[src/inc/serial_eeprom_pkg.sv]
// Constants, state encoding and state record of the serial byte-memory bus slave.
// How it works
// - Data falling while clock high is a start condition opening a transfer.
// - Data rising while clock high is a stop condition ending the transfer.
// - Bus is idle only with both lines high; master starts only then.
// - Transmitter changes data only while clock is low.
// - Any data change during clock high is a control condition, never a bit.
// - One clock pulse per bit; bit sampled on clock rise after a start.
// - Every transfer is framed by a start and a stop.
// - Write transfers accept at most eight data bytes after the word address.
// - Read transfers supply bytes without limit until the master declines.
// - Eight-bit bytes, each followed by an acknowledge on the ninth clock.
// - Works at any bus clock up to 100 kHz, including 2 kHz.
// - Lines are only pulled low or released, never driven high.
// - Chip address comes from three strap inputs; respond only when matched.
// - Address byte is type nibble, three strap bits, then read/write, MSB first.
// - Read/write bit one selects read, zero selects write.
// - After a write stop, run a program cycle of 7 ms per byte; a write that overran the page limit is aborted with no program cycle.
// - During the program cycle the address is not acknowledged.
package serial_eeprom_pkg;

   localparam int unsigned CLK_HZ             = 50_000_000;
   localparam int unsigned PROGRAM_MS         = 7;
   localparam int unsigned PROGRAM_CYCLES_DEF = CLK_HZ / 1000 * PROGRAM_MS;
   localparam int unsigned TIMER_W            = 24;
   localparam int unsigned PAGE_BYTES         = 8;
   localparam logic [3:0]  BYTE_BITS          = 4'h8;
   localparam logic [3:0]  LAST_TX_FALL       = 4'h7;

   typedef logic [TIMER_W-1:0] timer_type;

   typedef enum logic [7:0]
   {
      ST_IDLE   = 8'h01,
      ST_DEV    = 8'h02,
      ST_ACKD   = 8'h04,
      ST_RX     = 8'h08,
      ST_ACKR   = 8'h10,
      ST_TX     = 8'h20,
      ST_MACK   = 8'h40,
      ST_IGNORE = 8'h80
   } state_type;

   typedef struct packed
   {
      logic       scl_m;
      logic       scl_s;
      logic       scl_p;
      logic       sda_m;
      logic       sda_s;
      logic       sda_p;
      logic [2:0] strap_m;
      logic [2:0] strap_s;
      state_type  state;
      logic [3:0] bit_cnt;
      logic [7:0] shift;
      logic       rw;
      logic       wr_sel;
      logic       first;
      logic [3:0] data_cnt;
      logic       overflow;
      logic       push;
      logic       push_first;
      logic       sda_oe;
      logic       busy;
      timer_type  timer;
      logic [3:0] busy_bytes;
      logic       commit;
      logic       abort;
      logic       rd_next;
   } regs_type;

   function automatic logic [7:0] shift_in(input logic [7:0] value, input logic bit_in);
      shift_in = {value[6:0], bit_in};
   endfunction : shift_in

endpackage : serial_eeprom_pkg

[src/inc/byte_buf_if.sv]
// Valid/ready carrier between the bus front end and its two-entry byte buffer.
interface byte_buf_if #(parameter int unsigned WIDTH = 9);
   logic             in_valid;
   logic             in_ready;
   logic [WIDTH-1:0] in_data;
   logic             out_valid;
   logic             out_ready;
   logic [WIDTH-1:0] out_data;

   modport feeder (output in_valid, output in_data, input in_ready,
                   input out_valid, input out_data, output out_ready);
   modport store  (input in_valid, input in_data, output in_ready,
                   output out_valid, output out_data, input out_ready);
endinterface : byte_buf_if

[src/verilog/byte_buf2.sv]
// Two-entry buffer holding received bytes until the memory side takes them.
module byte_buf2 #(parameter int unsigned WIDTH = 9)
(
   // Clock and reset
   input wire logic clk_i,
   input wire logic rst_n_i,
   // Buffer ports
   byte_buf_if.store bus
);

   typedef struct packed
   {
      logic [WIDTH-1:0] slot0;
      logic [WIDTH-1:0] slot1;
      logic [1:0]       cnt;
   } buf_type;

   buf_type st;
   buf_type next_st;
   logic    do_push;
   logic    do_pop;

   assign bus.in_ready  = (st.cnt != 2'h2);
   assign bus.out_valid = (st.cnt != 2'h0);
   assign bus.out_data  = st.slot0;
   assign do_push       = bus.in_valid & bus.in_ready;
   assign do_pop        = bus.out_valid & bus.out_ready;

   always_comb
   begin
      next_st = st;
      if (do_push && do_pop)
      begin
         if (st.cnt == 2'h1)
            next_st.slot0 = bus.in_data;
         else
         begin
            next_st.slot0 = st.slot1;
            next_st.slot1 = bus.in_data;
         end
      end
      else if (do_pop)
      begin
         next_st.slot0 = st.slot1;
         next_st.cnt   = st.cnt - 2'h1;
      end
      else if (do_push)
      begin
         if (st.cnt == 2'h0)
            next_st.slot0 = bus.in_data;
         else
            next_st.slot1 = bus.in_data;
         next_st.cnt = st.cnt + 2'h1;
      end
   end

   always_ff @(posedge clk_i)
   begin
      if (!rst_n_i)
         st <= '0;
      else
         st <= next_st;
   end

endmodule : byte_buf2

[src/verilog/serial_eeprom_bus_slave.sv]
// Two-wire bus slave front end of a small nonvolatile byte memory.
module serial_eeprom_bus_slave
   import serial_eeprom_pkg::*;
#(
   // Device type nibble; the value here is arbitrary.
   parameter logic [3:0]  DEVICE_TYPE    = 4'h5,
   parameter int unsigned PROGRAM_CYCLES = serial_eeprom_pkg::PROGRAM_CYCLES_DEF,
   parameter int unsigned PAGE_LIMIT     = serial_eeprom_pkg::PAGE_BYTES
)
(
   // Clock and reset
   input  wire logic       clk_i,
   input  wire logic       rst_n_i,
   // Two-wire bus pins
   input  wire logic       scl_i,
   input  wire logic       sda_i,
   output wire logic       sda_o,
   output wire logic       sda_oe_o,
   // Chip select straps
   input  wire logic       chip_select_strap_0_i,
   input  wire logic       chip_select_strap_1_i,
   input  wire logic       chip_select_strap_2_i,
   // Received byte stream
   output wire logic       wr_valid_o,
   output wire logic [7:0] wr_data_o,
   output wire logic       wr_addr_flag_o,
   input  wire logic       wr_ready_i,
   output wire logic       wr_commit_o,
   output wire logic       wr_abort_o,
   // Read byte source
   input  wire logic [7:0] rd_data_i,
   output wire logic       rd_next_o,
   // Program cycle status
   output wire logic       busy_o
);
   import serial_eeprom_pkg::*;

   regs_type st;
   regs_type next_st;
   logic     scl_rise;
   logic     scl_fall;
   logic     start_seen;
   logic     stop_seen;
   logic     addr_match;

   byte_buf_if #(.WIDTH(9)) buf_bus ();

   byte_buf2 #(.WIDTH(9)) u_buf
   (
      .clk_i   (clk_i),
      .rst_n_i (rst_n_i),
      .bus     (buf_bus.store)
   );

   // Edges come from the second and third stages only, never the first.
   assign scl_rise   = st.scl_s & ~st.scl_p;
   // Edge detection needs no bit-time constant, so any slow bus rate is followed.
   assign scl_fall   = ~st.scl_s & st.scl_p;
   assign start_seen = st.scl_s & st.scl_p & st.sda_p & ~st.sda_s;
   assign stop_seen  = st.scl_s & st.scl_p & ~st.sda_p & st.sda_s;
   assign addr_match = (st.shift[7:1] == {DEVICE_TYPE, st.strap_s});

   assign buf_bus.in_valid  = st.push;
   assign buf_bus.in_data   = {st.push_first, st.shift};
   assign buf_bus.out_ready = wr_ready_i;

   assign sda_o          = 1'b0;
   assign sda_oe_o       = st.sda_oe;
   assign wr_valid_o     = buf_bus.out_valid;
   assign wr_data_o      = buf_bus.out_data[7:0];
   assign wr_addr_flag_o = buf_bus.out_data[8];
   assign wr_commit_o    = st.commit;
   assign wr_abort_o     = st.abort;
   assign rd_next_o      = st.rd_next;
   assign busy_o         = st.busy;

   always_comb
   begin
      next_st         = st;
      next_st.commit  = 1'b0;
      next_st.abort   = 1'b0;
      next_st.rd_next = 1'b0;
      next_st.push    = 1'b0;
      next_st.scl_m   = scl_i;
      next_st.scl_s   = st.scl_m;
      next_st.scl_p   = st.scl_s;
      next_st.sda_m   = sda_i;
      next_st.sda_s   = st.sda_m;
      next_st.sda_p   = st.sda_s;
      next_st.strap_m = {chip_select_strap_2_i, chip_select_strap_1_i, chip_select_strap_0_i};
      next_st.strap_s = st.strap_m;
      // Program cycle timer, one period per stored byte.
      if (st.busy)
      begin
         if (st.timer == '0)
         begin
            if (st.busy_bytes <= 4'h1)
               next_st.busy = 1'b0;
            else
            begin
               next_st.busy_bytes = st.busy_bytes - 4'h1;
               next_st.timer      = timer_type'(PROGRAM_CYCLES - 1);
            end
         end
         else
            next_st.timer = st.timer - timer_type'(1);
      end
      if (start_seen)
      begin
         next_st.state    = ST_DEV;
         next_st.bit_cnt  = 4'h0;
         next_st.data_cnt = 4'h0;
         next_st.overflow = 1'b0;
         next_st.first    = 1'b1;
         next_st.wr_sel   = 1'b0;
         next_st.sda_oe   = 1'b0;
      end
      else if (stop_seen)
      begin
         next_st.state  = ST_IDLE;
         next_st.sda_oe = 1'b0;
         next_st.wr_sel = 1'b0;
         if (st.wr_sel && st.overflow)
            next_st.abort = 1'b1;
         else if (st.wr_sel && st.data_cnt != 4'h0)
         begin
            next_st.commit     = 1'b1;
            next_st.busy       = 1'b1;
            next_st.busy_bytes = st.data_cnt;
            next_st.timer      = timer_type'(PROGRAM_CYCLES - 1);
         end
      end
      else
      begin
         case (st.state)
            ST_DEV:
            begin
               if (scl_rise)
               begin
                  next_st.shift   = shift_in(st.shift, st.sda_s);
                  next_st.bit_cnt = st.bit_cnt + 4'h1;
               end
               else if (scl_fall && st.bit_cnt == BYTE_BITS)
               begin
                  if (addr_match && !st.busy)
                  begin
                     next_st.state  = ST_ACKD;
                     next_st.sda_oe = 1'b1;
                     next_st.rw     = st.shift[0];
                     next_st.wr_sel = ~st.shift[0];
                  end
                  else
                     next_st.state = ST_IGNORE;
               end
            end
            ST_ACKD:
            begin
               if (scl_fall)
               begin
                  next_st.bit_cnt = 4'h0;
                  if (st.rw)
                  begin
                     next_st.state   = ST_TX;
                     next_st.shift   = rd_data_i;
                     next_st.rd_next = 1'b1;
                     next_st.sda_oe  = ~rd_data_i[7];
                  end
                  else
                  begin
                     next_st.state  = ST_RX;
                     next_st.sda_oe = 1'b0;
                  end
               end
            end
            ST_RX:
            begin
               if (scl_rise)
               begin
                  next_st.shift   = shift_in(st.shift, st.sda_s);
                  next_st.bit_cnt = st.bit_cnt + 4'h1;
               end
               else if (scl_fall && st.bit_cnt == BYTE_BITS)
               begin
                  // No clock stretching exists, so a full buffer can only refuse.
                  if ((!st.first && st.data_cnt == 4'(PAGE_LIMIT)) || !buf_bus.in_ready)
                  begin
                     next_st.overflow = 1'b1;
                     next_st.state    = ST_IGNORE;
                  end
                  else
                  begin
                     next_st.push       = 1'b1;
                     next_st.push_first = st.first;
                     next_st.first      = 1'b0;
                     next_st.data_cnt   = st.data_cnt + {3'h0, ~st.first};
                     next_st.state      = ST_ACKR;
                     next_st.sda_oe     = 1'b1;
                  end
               end
            end
            ST_ACKR:
            begin
               if (scl_fall)
               begin
                  next_st.state   = ST_RX;
                  next_st.sda_oe  = 1'b0;
                  next_st.bit_cnt = 4'h0;
               end
            end
            ST_TX:
            begin
               if (scl_fall)
               begin
                  next_st.bit_cnt = st.bit_cnt + 4'h1;
                  if (st.bit_cnt == LAST_TX_FALL)
                  begin
                     next_st.state   = ST_MACK;
                     next_st.sda_oe  = 1'b0;
                     next_st.bit_cnt = 4'h0;
                  end
                  else
                  begin
                     next_st.shift  = {st.shift[6:0], 1'b0};
                     next_st.sda_oe = ~st.shift[6];
                  end
               end
            end
            ST_MACK:
            begin
               if (scl_rise)
               begin
                  if (st.sda_s)
                     next_st.state = ST_IGNORE;
                  else
                     next_st.bit_cnt = BYTE_BITS;
               end
               else if (scl_fall && st.bit_cnt == BYTE_BITS)
               begin
                  next_st.state   = ST_TX;
                  next_st.shift   = rd_data_i;
                  next_st.rd_next = 1'b1;
                  next_st.sda_oe  = ~rd_data_i[7];
                  next_st.bit_cnt = 4'h0;
               end
            end
            ST_IDLE, ST_IGNORE:
            begin
               next_st.sda_oe = 1'b0;
            end
            default:
            begin
               next_st.state  = ST_IDLE;
               next_st.sda_oe = 1'b0;
            end
         endcase
      end
   end

   always_ff @(posedge clk_i)
   begin
      if (!rst_n_i)
      begin
         st       <= '0;
         st.state <= ST_IDLE;
         st.scl_m <= 1'b1;
         st.scl_s <= 1'b1;
         st.scl_p <= 1'b1;
         st.sda_m <= 1'b1;
         st.sda_s <= 1'b1;
         st.sda_p <= 1'b1;
      end
      else
         st <= next_st;
   end

   property p_start;
      @(posedge clk_i) disable iff (!rst_n_i)
         start_seen |=> (st.state == ST_DEV && st.bit_cnt == 4'h0);
   endproperty
   a_start: assert property (p_start) else $error("start not taken");

   property p_stop;
      @(posedge clk_i) disable iff (!rst_n_i) stop_seen |=> (st.state == ST_IDLE && !st.sda_oe);
   endproperty
   a_stop: assert property (p_stop) else $error("stop not taken");

   property p_drive_low;
      @(posedge clk_i) disable iff (!rst_n_i)
         sda_oe_o |-> (sda_o == 1'b0 && st.state inside {ST_ACKD, ST_ACKR, ST_TX});
   endproperty
   a_drive_low: assert property (p_drive_low) else $error("line driven high");

   property p_change_low;
      @(posedge clk_i) disable iff (!rst_n_i)
         $changed(sda_oe_o) |-> (!st.scl_s || stop_seen || start_seen);
   endproperty
   a_change_low: assert property (p_change_low) else $error("data moved in clock high");

   property p_match;
      @(posedge clk_i) disable iff (!rst_n_i) (st.state == ST_ACKD) |-> addr_match;
   endproperty
   a_match: assert property (p_match) else $error("ack without address match");

   property p_busy_nack;
      @(posedge clk_i) disable iff (!rst_n_i) st.busy |-> (st.state != ST_ACKD);
   endproperty
   a_busy_nack: assert property (p_busy_nack) else $error("ack during program");

   property p_page;
      @(posedge clk_i) disable iff (!rst_n_i) st.data_cnt <= 4'(PAGE_LIMIT);
   endproperty
   a_page: assert property (p_page) else $error("page limit passed");

   property p_read_dir;
      @(posedge clk_i) disable iff (!rst_n_i)
         (st.state == ST_ACKD && scl_fall && st.rw && !start_seen && !stop_seen)
         |=> (st.state == ST_TX && rd_next_o);
   endproperty
   a_read_dir: assert property (p_read_dir) else $error("read not started");

   property p_commit_busy;
      @(posedge clk_i) disable iff (!rst_n_i)
         wr_commit_o |-> (busy_o && st.busy_bytes == $past(st.data_cnt));
   endproperty
   a_commit_busy: assert property (p_commit_busy) else $error("no program cycle");

endmodule : serial_eeprom_bus_slave

[config.mk]
export PLATFORM = sky130hd
export DESIGN_NAME = serial_eeprom_bus_slave
export DESIGN_NICKNAME = d
export VERILOG_FILES = /design/src/inc/serial_eeprom_pkg.sv /design/src/inc/byte_buf_if.sv /design/src/verilog/byte_buf2.sv /design/src/verilog/serial_eeprom_bus_slave.sv
export SDC_FILE = /design/constraint.sdc
export NUM_CORES = 1
export LEC_CHECK = 0
export BUFFER_PORTS_ARGS = -buffer_cell sky130_fd_sc_hd__buf_2
export CAP_MARGIN = 25
export CORE_UTILIZATION = 50
export DETAILED_ROUTE_END_ITERATION = 10
export GPL_ROUTABILITY_DRIVEN = 0
export PLACE_DENSITY = 0.78
export SYNTH_ARGS = -nofsm -noshare
export SYNTH_HDL_FRONTEND = slang
export SYNTH_SLANG_ARGS = --single-unit
[constraint.sdc]
create_clock -name clk_i -period 2.35 [get_ports clk_i]
set_input_delay 0.47 -clock clk_i [delete_from_list [all_inputs] [get_ports clk_i]]
set_output_delay 0.47 -clock clk_i [all_outputs]
set_load 0.005 [all_outputs]
==> results_dict.tcl <==
set metrics [dict create \
    grt_first_pass_wirelength_um 19700 \
    track_usage 0.246 \
    fp.dieArea_mm2 0.0101 \
    clk_pin_slew_ns 0.10 \
    via_per_inst 5.98 \
    io_buffers 30 \
    htree_levels 3 \
    final_cell_count_no_fill 763 \
    cts_buffers 9 \
    finalPower_mw 3.15 \
    yosysWarnings 0 \
    syn-num-nets 593 \
    placementRows 35 \
    clock_sinks 95 \
    crit_top_cell "buf_4" \
    synth_area_mm2 0.00487 \
    synthFlopType "dfxtp_1" \
    post-route-min-period_ns 2.38 \
    outcome "complete, but fails checks" \
    fp.dieH_um 101 \
    num_antenna_cells 0 \
    ff2ff_setup_slack_ns -0.03 \
    worst_ir_drop_vdd_mv 0.266 \
    holdCritStartpoint "sda_i" \
    hp-class "primary input to flip-flop" \
    dr.pass1.iters 5 \
    routedWlPerCell_um 16.3 \
    finalHoldViolCount 0 \
    rsz0062_at_grt "true" \
    core_mm2 0.00933 \
    tightest_slew_ns 0.786 \
    syn_to_final_growth_pct 19.6 \
    post-dp-hpwl_um 8710 \
    fin_ws_ns -0.0264 \
    maxSlewViolCount 0 \
    crit_path_cell_trace "or4_4 > nor3_2 > buf_4 > a22oi_2 > nor4b_4 > buf_4 > clkbuf_16 > buf_4 > a311oi_2" \
    die_x_um 101 \
    crit_required_ns 2.64 \
    num_vias 4566 \
    ant_nets 0 \
    cts_tree "yes" \
    postSynthAreaPerCell_um2 8.61 \
    setup.worst_path.class "flip-flop to flip-flop" \
    worst_hold_slack_ns 0.281 \
    utilization 0.624 \
    dp_cells 738 \
    initial_utilization 0.522 \
    p_leak_nw 2.28 \
    drive_gt1_frac 0.237 \
    grt_overflow_total 0 \
    setup_violations 2 \
    path_max_fanout 8 \
    synthArstFlopShare 0 \
    reg2regPathDepth 9 \
    start_kind "flip-flop" \
    drcViolationCount 0 \
    io_pins 32 \
    antenna_found_initial 0 \
    min_path_cells 2 \
    p_per_area_mw_per_mm2 542 \
    finalWirelength_um 12400 \
    fin_crit_sh 1.01 \
    nFillCells 785 \
    violations "setup timing" \
    cap_violations 0 \
    arrival_ns 2.66 \
    synth_edf_count 0 \
    min_to "next_st[70]" \
    max_freq_mhz 421 \
    postSynthCellCount 565 \
    ys_types 62 \
    end_kind "flip-flop" \
    clk_latency_ns 0.37 \
    synth_seq_area_share 0.391 \
    clockBufferDepth 2 \
    place_ws_ns -0.0845 \
    ys_seq_elements 95 \
    slew_headroom 0.474 \
    grt_max_degree 40 \
    grt_pass1_vias 4234 \
    crit_family "simple AND/OR/NAND/NOR gates" \
    crit_buf_inv 4 \
    max_stage_delay_ns 0.58 \
    r2r_end "buf_bus.in_data[7]" \
    drtIter0Drc 255 \
    nets 657 \
    rr_startpoint "st[57]" \
    slowest_stage "or4_4" \
    root_buffer "clkbuf_8" \
    clock_skew_ns 0.0154 \
]
## cells by family (layout without fill, tap and decap cells)
logic type	after synthesis	in the layout	synth area share
fa+ha+maj	12	12	0.0308
xor+xnor	26	26	0.0468
buf+inv	48	117	0.0473
mux	21	21	0.0432
compound gates	98	98	0.139
flops	95	95	0.391
simple gates	264	264	0.302
other cells	1	1	0.000770
## where the power goes
group          total, mW  internal [mW]  switching, mW
clock               1.10          0.431          0.669
combinational      0.375          0.162          0.213
sequential          1.68           1.65         0.0255
## state kept, by name, indices dropped and copies added, names as in the netlist
signal	flops
buf_bus.in_data	9
buf_bus.in_valid	1
busy_o	1
next_st	7
rd_next_o	1
sda_oe_o	1
st	53
u_buf.bus.out_data	9
u_buf.st	11
wr_abort_o	1
wr_commit_o	1
## layout make-up
class / instances / area (um^2) / share of cell area
Tap cell: 129 / 161 / 0.0277
Multi-Input combinational cell: 422 / 2860 / 0.492
Timing Repair Buffer: 87 / 628 / 0.108
Clock inverter: 7 / 83.8 / 0.0144
Sequential cell: 95 / 1910 / 0.328
Clock buffer: 9 / 124 / 0.0213
Inverter: 14 / 52.6 / 0.00903
## how the worst max path moves through the flow
stage / startpoint / end / slack, ns / depth (start not counted)
floorplan: st[57] / st[41] / 0.02 / 6
global placement: st[8] / st[8] / 0.07 / 8
detailed placement: st[8] / st[3] / -0.08 / 8
CTS: st[8] / st[3] / -0.01 / 8
global route: st[59] / buf_bus.in_data[5] / -0.09 / 9
finish: st[57] / buf_bus.in_data[7] / -0.03 / 9
## what timing repair did
item | 4_1_cts | 5_1_grt
pin swaps | 1 | 17
endpoints found under the setup margin | 10 | 41
resized for setup | 3 | 32
gates cloned | 0 | 1
buffers inserted | 1 | 7
hold buffers | 0 | 0
## cells in the mapped netlist (all sizes together) (2+ instances only)
cell,instances,area [um^2]
xor2,15,131
a211oi,16,125
mux2i,21,210
and4,3,26.3
o31ai,2,15.0
or3,7,43.8
nand3,20,100
nand4,9,56.3
o21ai,16,80.1
a22oi,5,37.5
a31oi,4,25.0
o211a,4,40.0
or2,5,31.3
nand4b,9,78.8
nor4,13,103
or4,6,52.6
nand2b,11,68.8
and3,3,18.8
a2111oi,2,17.5
a311oi,11,103
ha,12,150
nor3,26,135
a21oi,26,130
nand3b,2,15.0
and3b,2,17.5
nor4b,8,115
buf,15,106
nand2,43,161
and2,12,75.1
nor2b,5,31.3
clkbuf,19,71.3
dfxtp,95,1900
o211ai,3,22.5
and4b,3,30.0
nor2,73,274
or3b,2,17.5
xnor2,11,96.3
inv,14,52.6
## metal layers
metal	share of wire	track usage
met5	0	0
met2	0.48	0.411
met3	0.065	0.0492
met1	0.43	0.299
met4	0.032	0.129
## layout by cell type (no fill, tap or decap), drive strengths merged, types with 3 or more instances in the layout
| cell type | Yosys | layout |
|---|---|---|
| nand2 | 43 | 43 |
| nand4b | 9 | 9 |
| o21ai | 16 | 16 |
| a31oi | 4 | 4 |
| nor3 | 26 | 26 |
| inv | 14 | 18 |
| dfxtp | 95 | 95 |
| nand4 | 9 | 9 |
| a21oi | 26 | 26 |
| mux2i | 21 | 21 |
| nor4 | 13 | 13 |
| and3 | 3 | 3 |
| o211ai | 3 | 3 |
| and4b | 3 | 3 |
| nor2b | 5 | 5 |
| nand3 | 20 | 20 |
| nand2b | 11 | 11 |
| a211oi | 16 | 16 |
| nor4b | 8 | 8 |
| xnor2 | 11 | 11 |
| buf | 15 | 86 |
| a22oi | 5 | 5 |
| or3 | 7 | 7 |
| or4 | 6 | 6 |
| a311oi | 11 | 11 |
| clkbuf | 19 | 10 |
| xor2 | 15 | 15 |
| ha | 12 | 12 |
| o211a | 4 | 4 |
| and2 | 12 | 12 |
| and4 | 3 | 3 |
| clkinv | 0 | 3 |
| nor2 | 73 | 73 |
| or2 | 5 | 5 |
## through the flow
stage / cell area (um^2) / TNS, ns
after floorplan: 4870 / 0
after global placement: 5390 / 0
after detailed placement: 5390 / -0.149
after CTS: 5630 / -0.0133
after global routing: 5820 / -0.363
final: 5820 / -0.0377
Note: power is estimated with default switching activity, not from simulation.
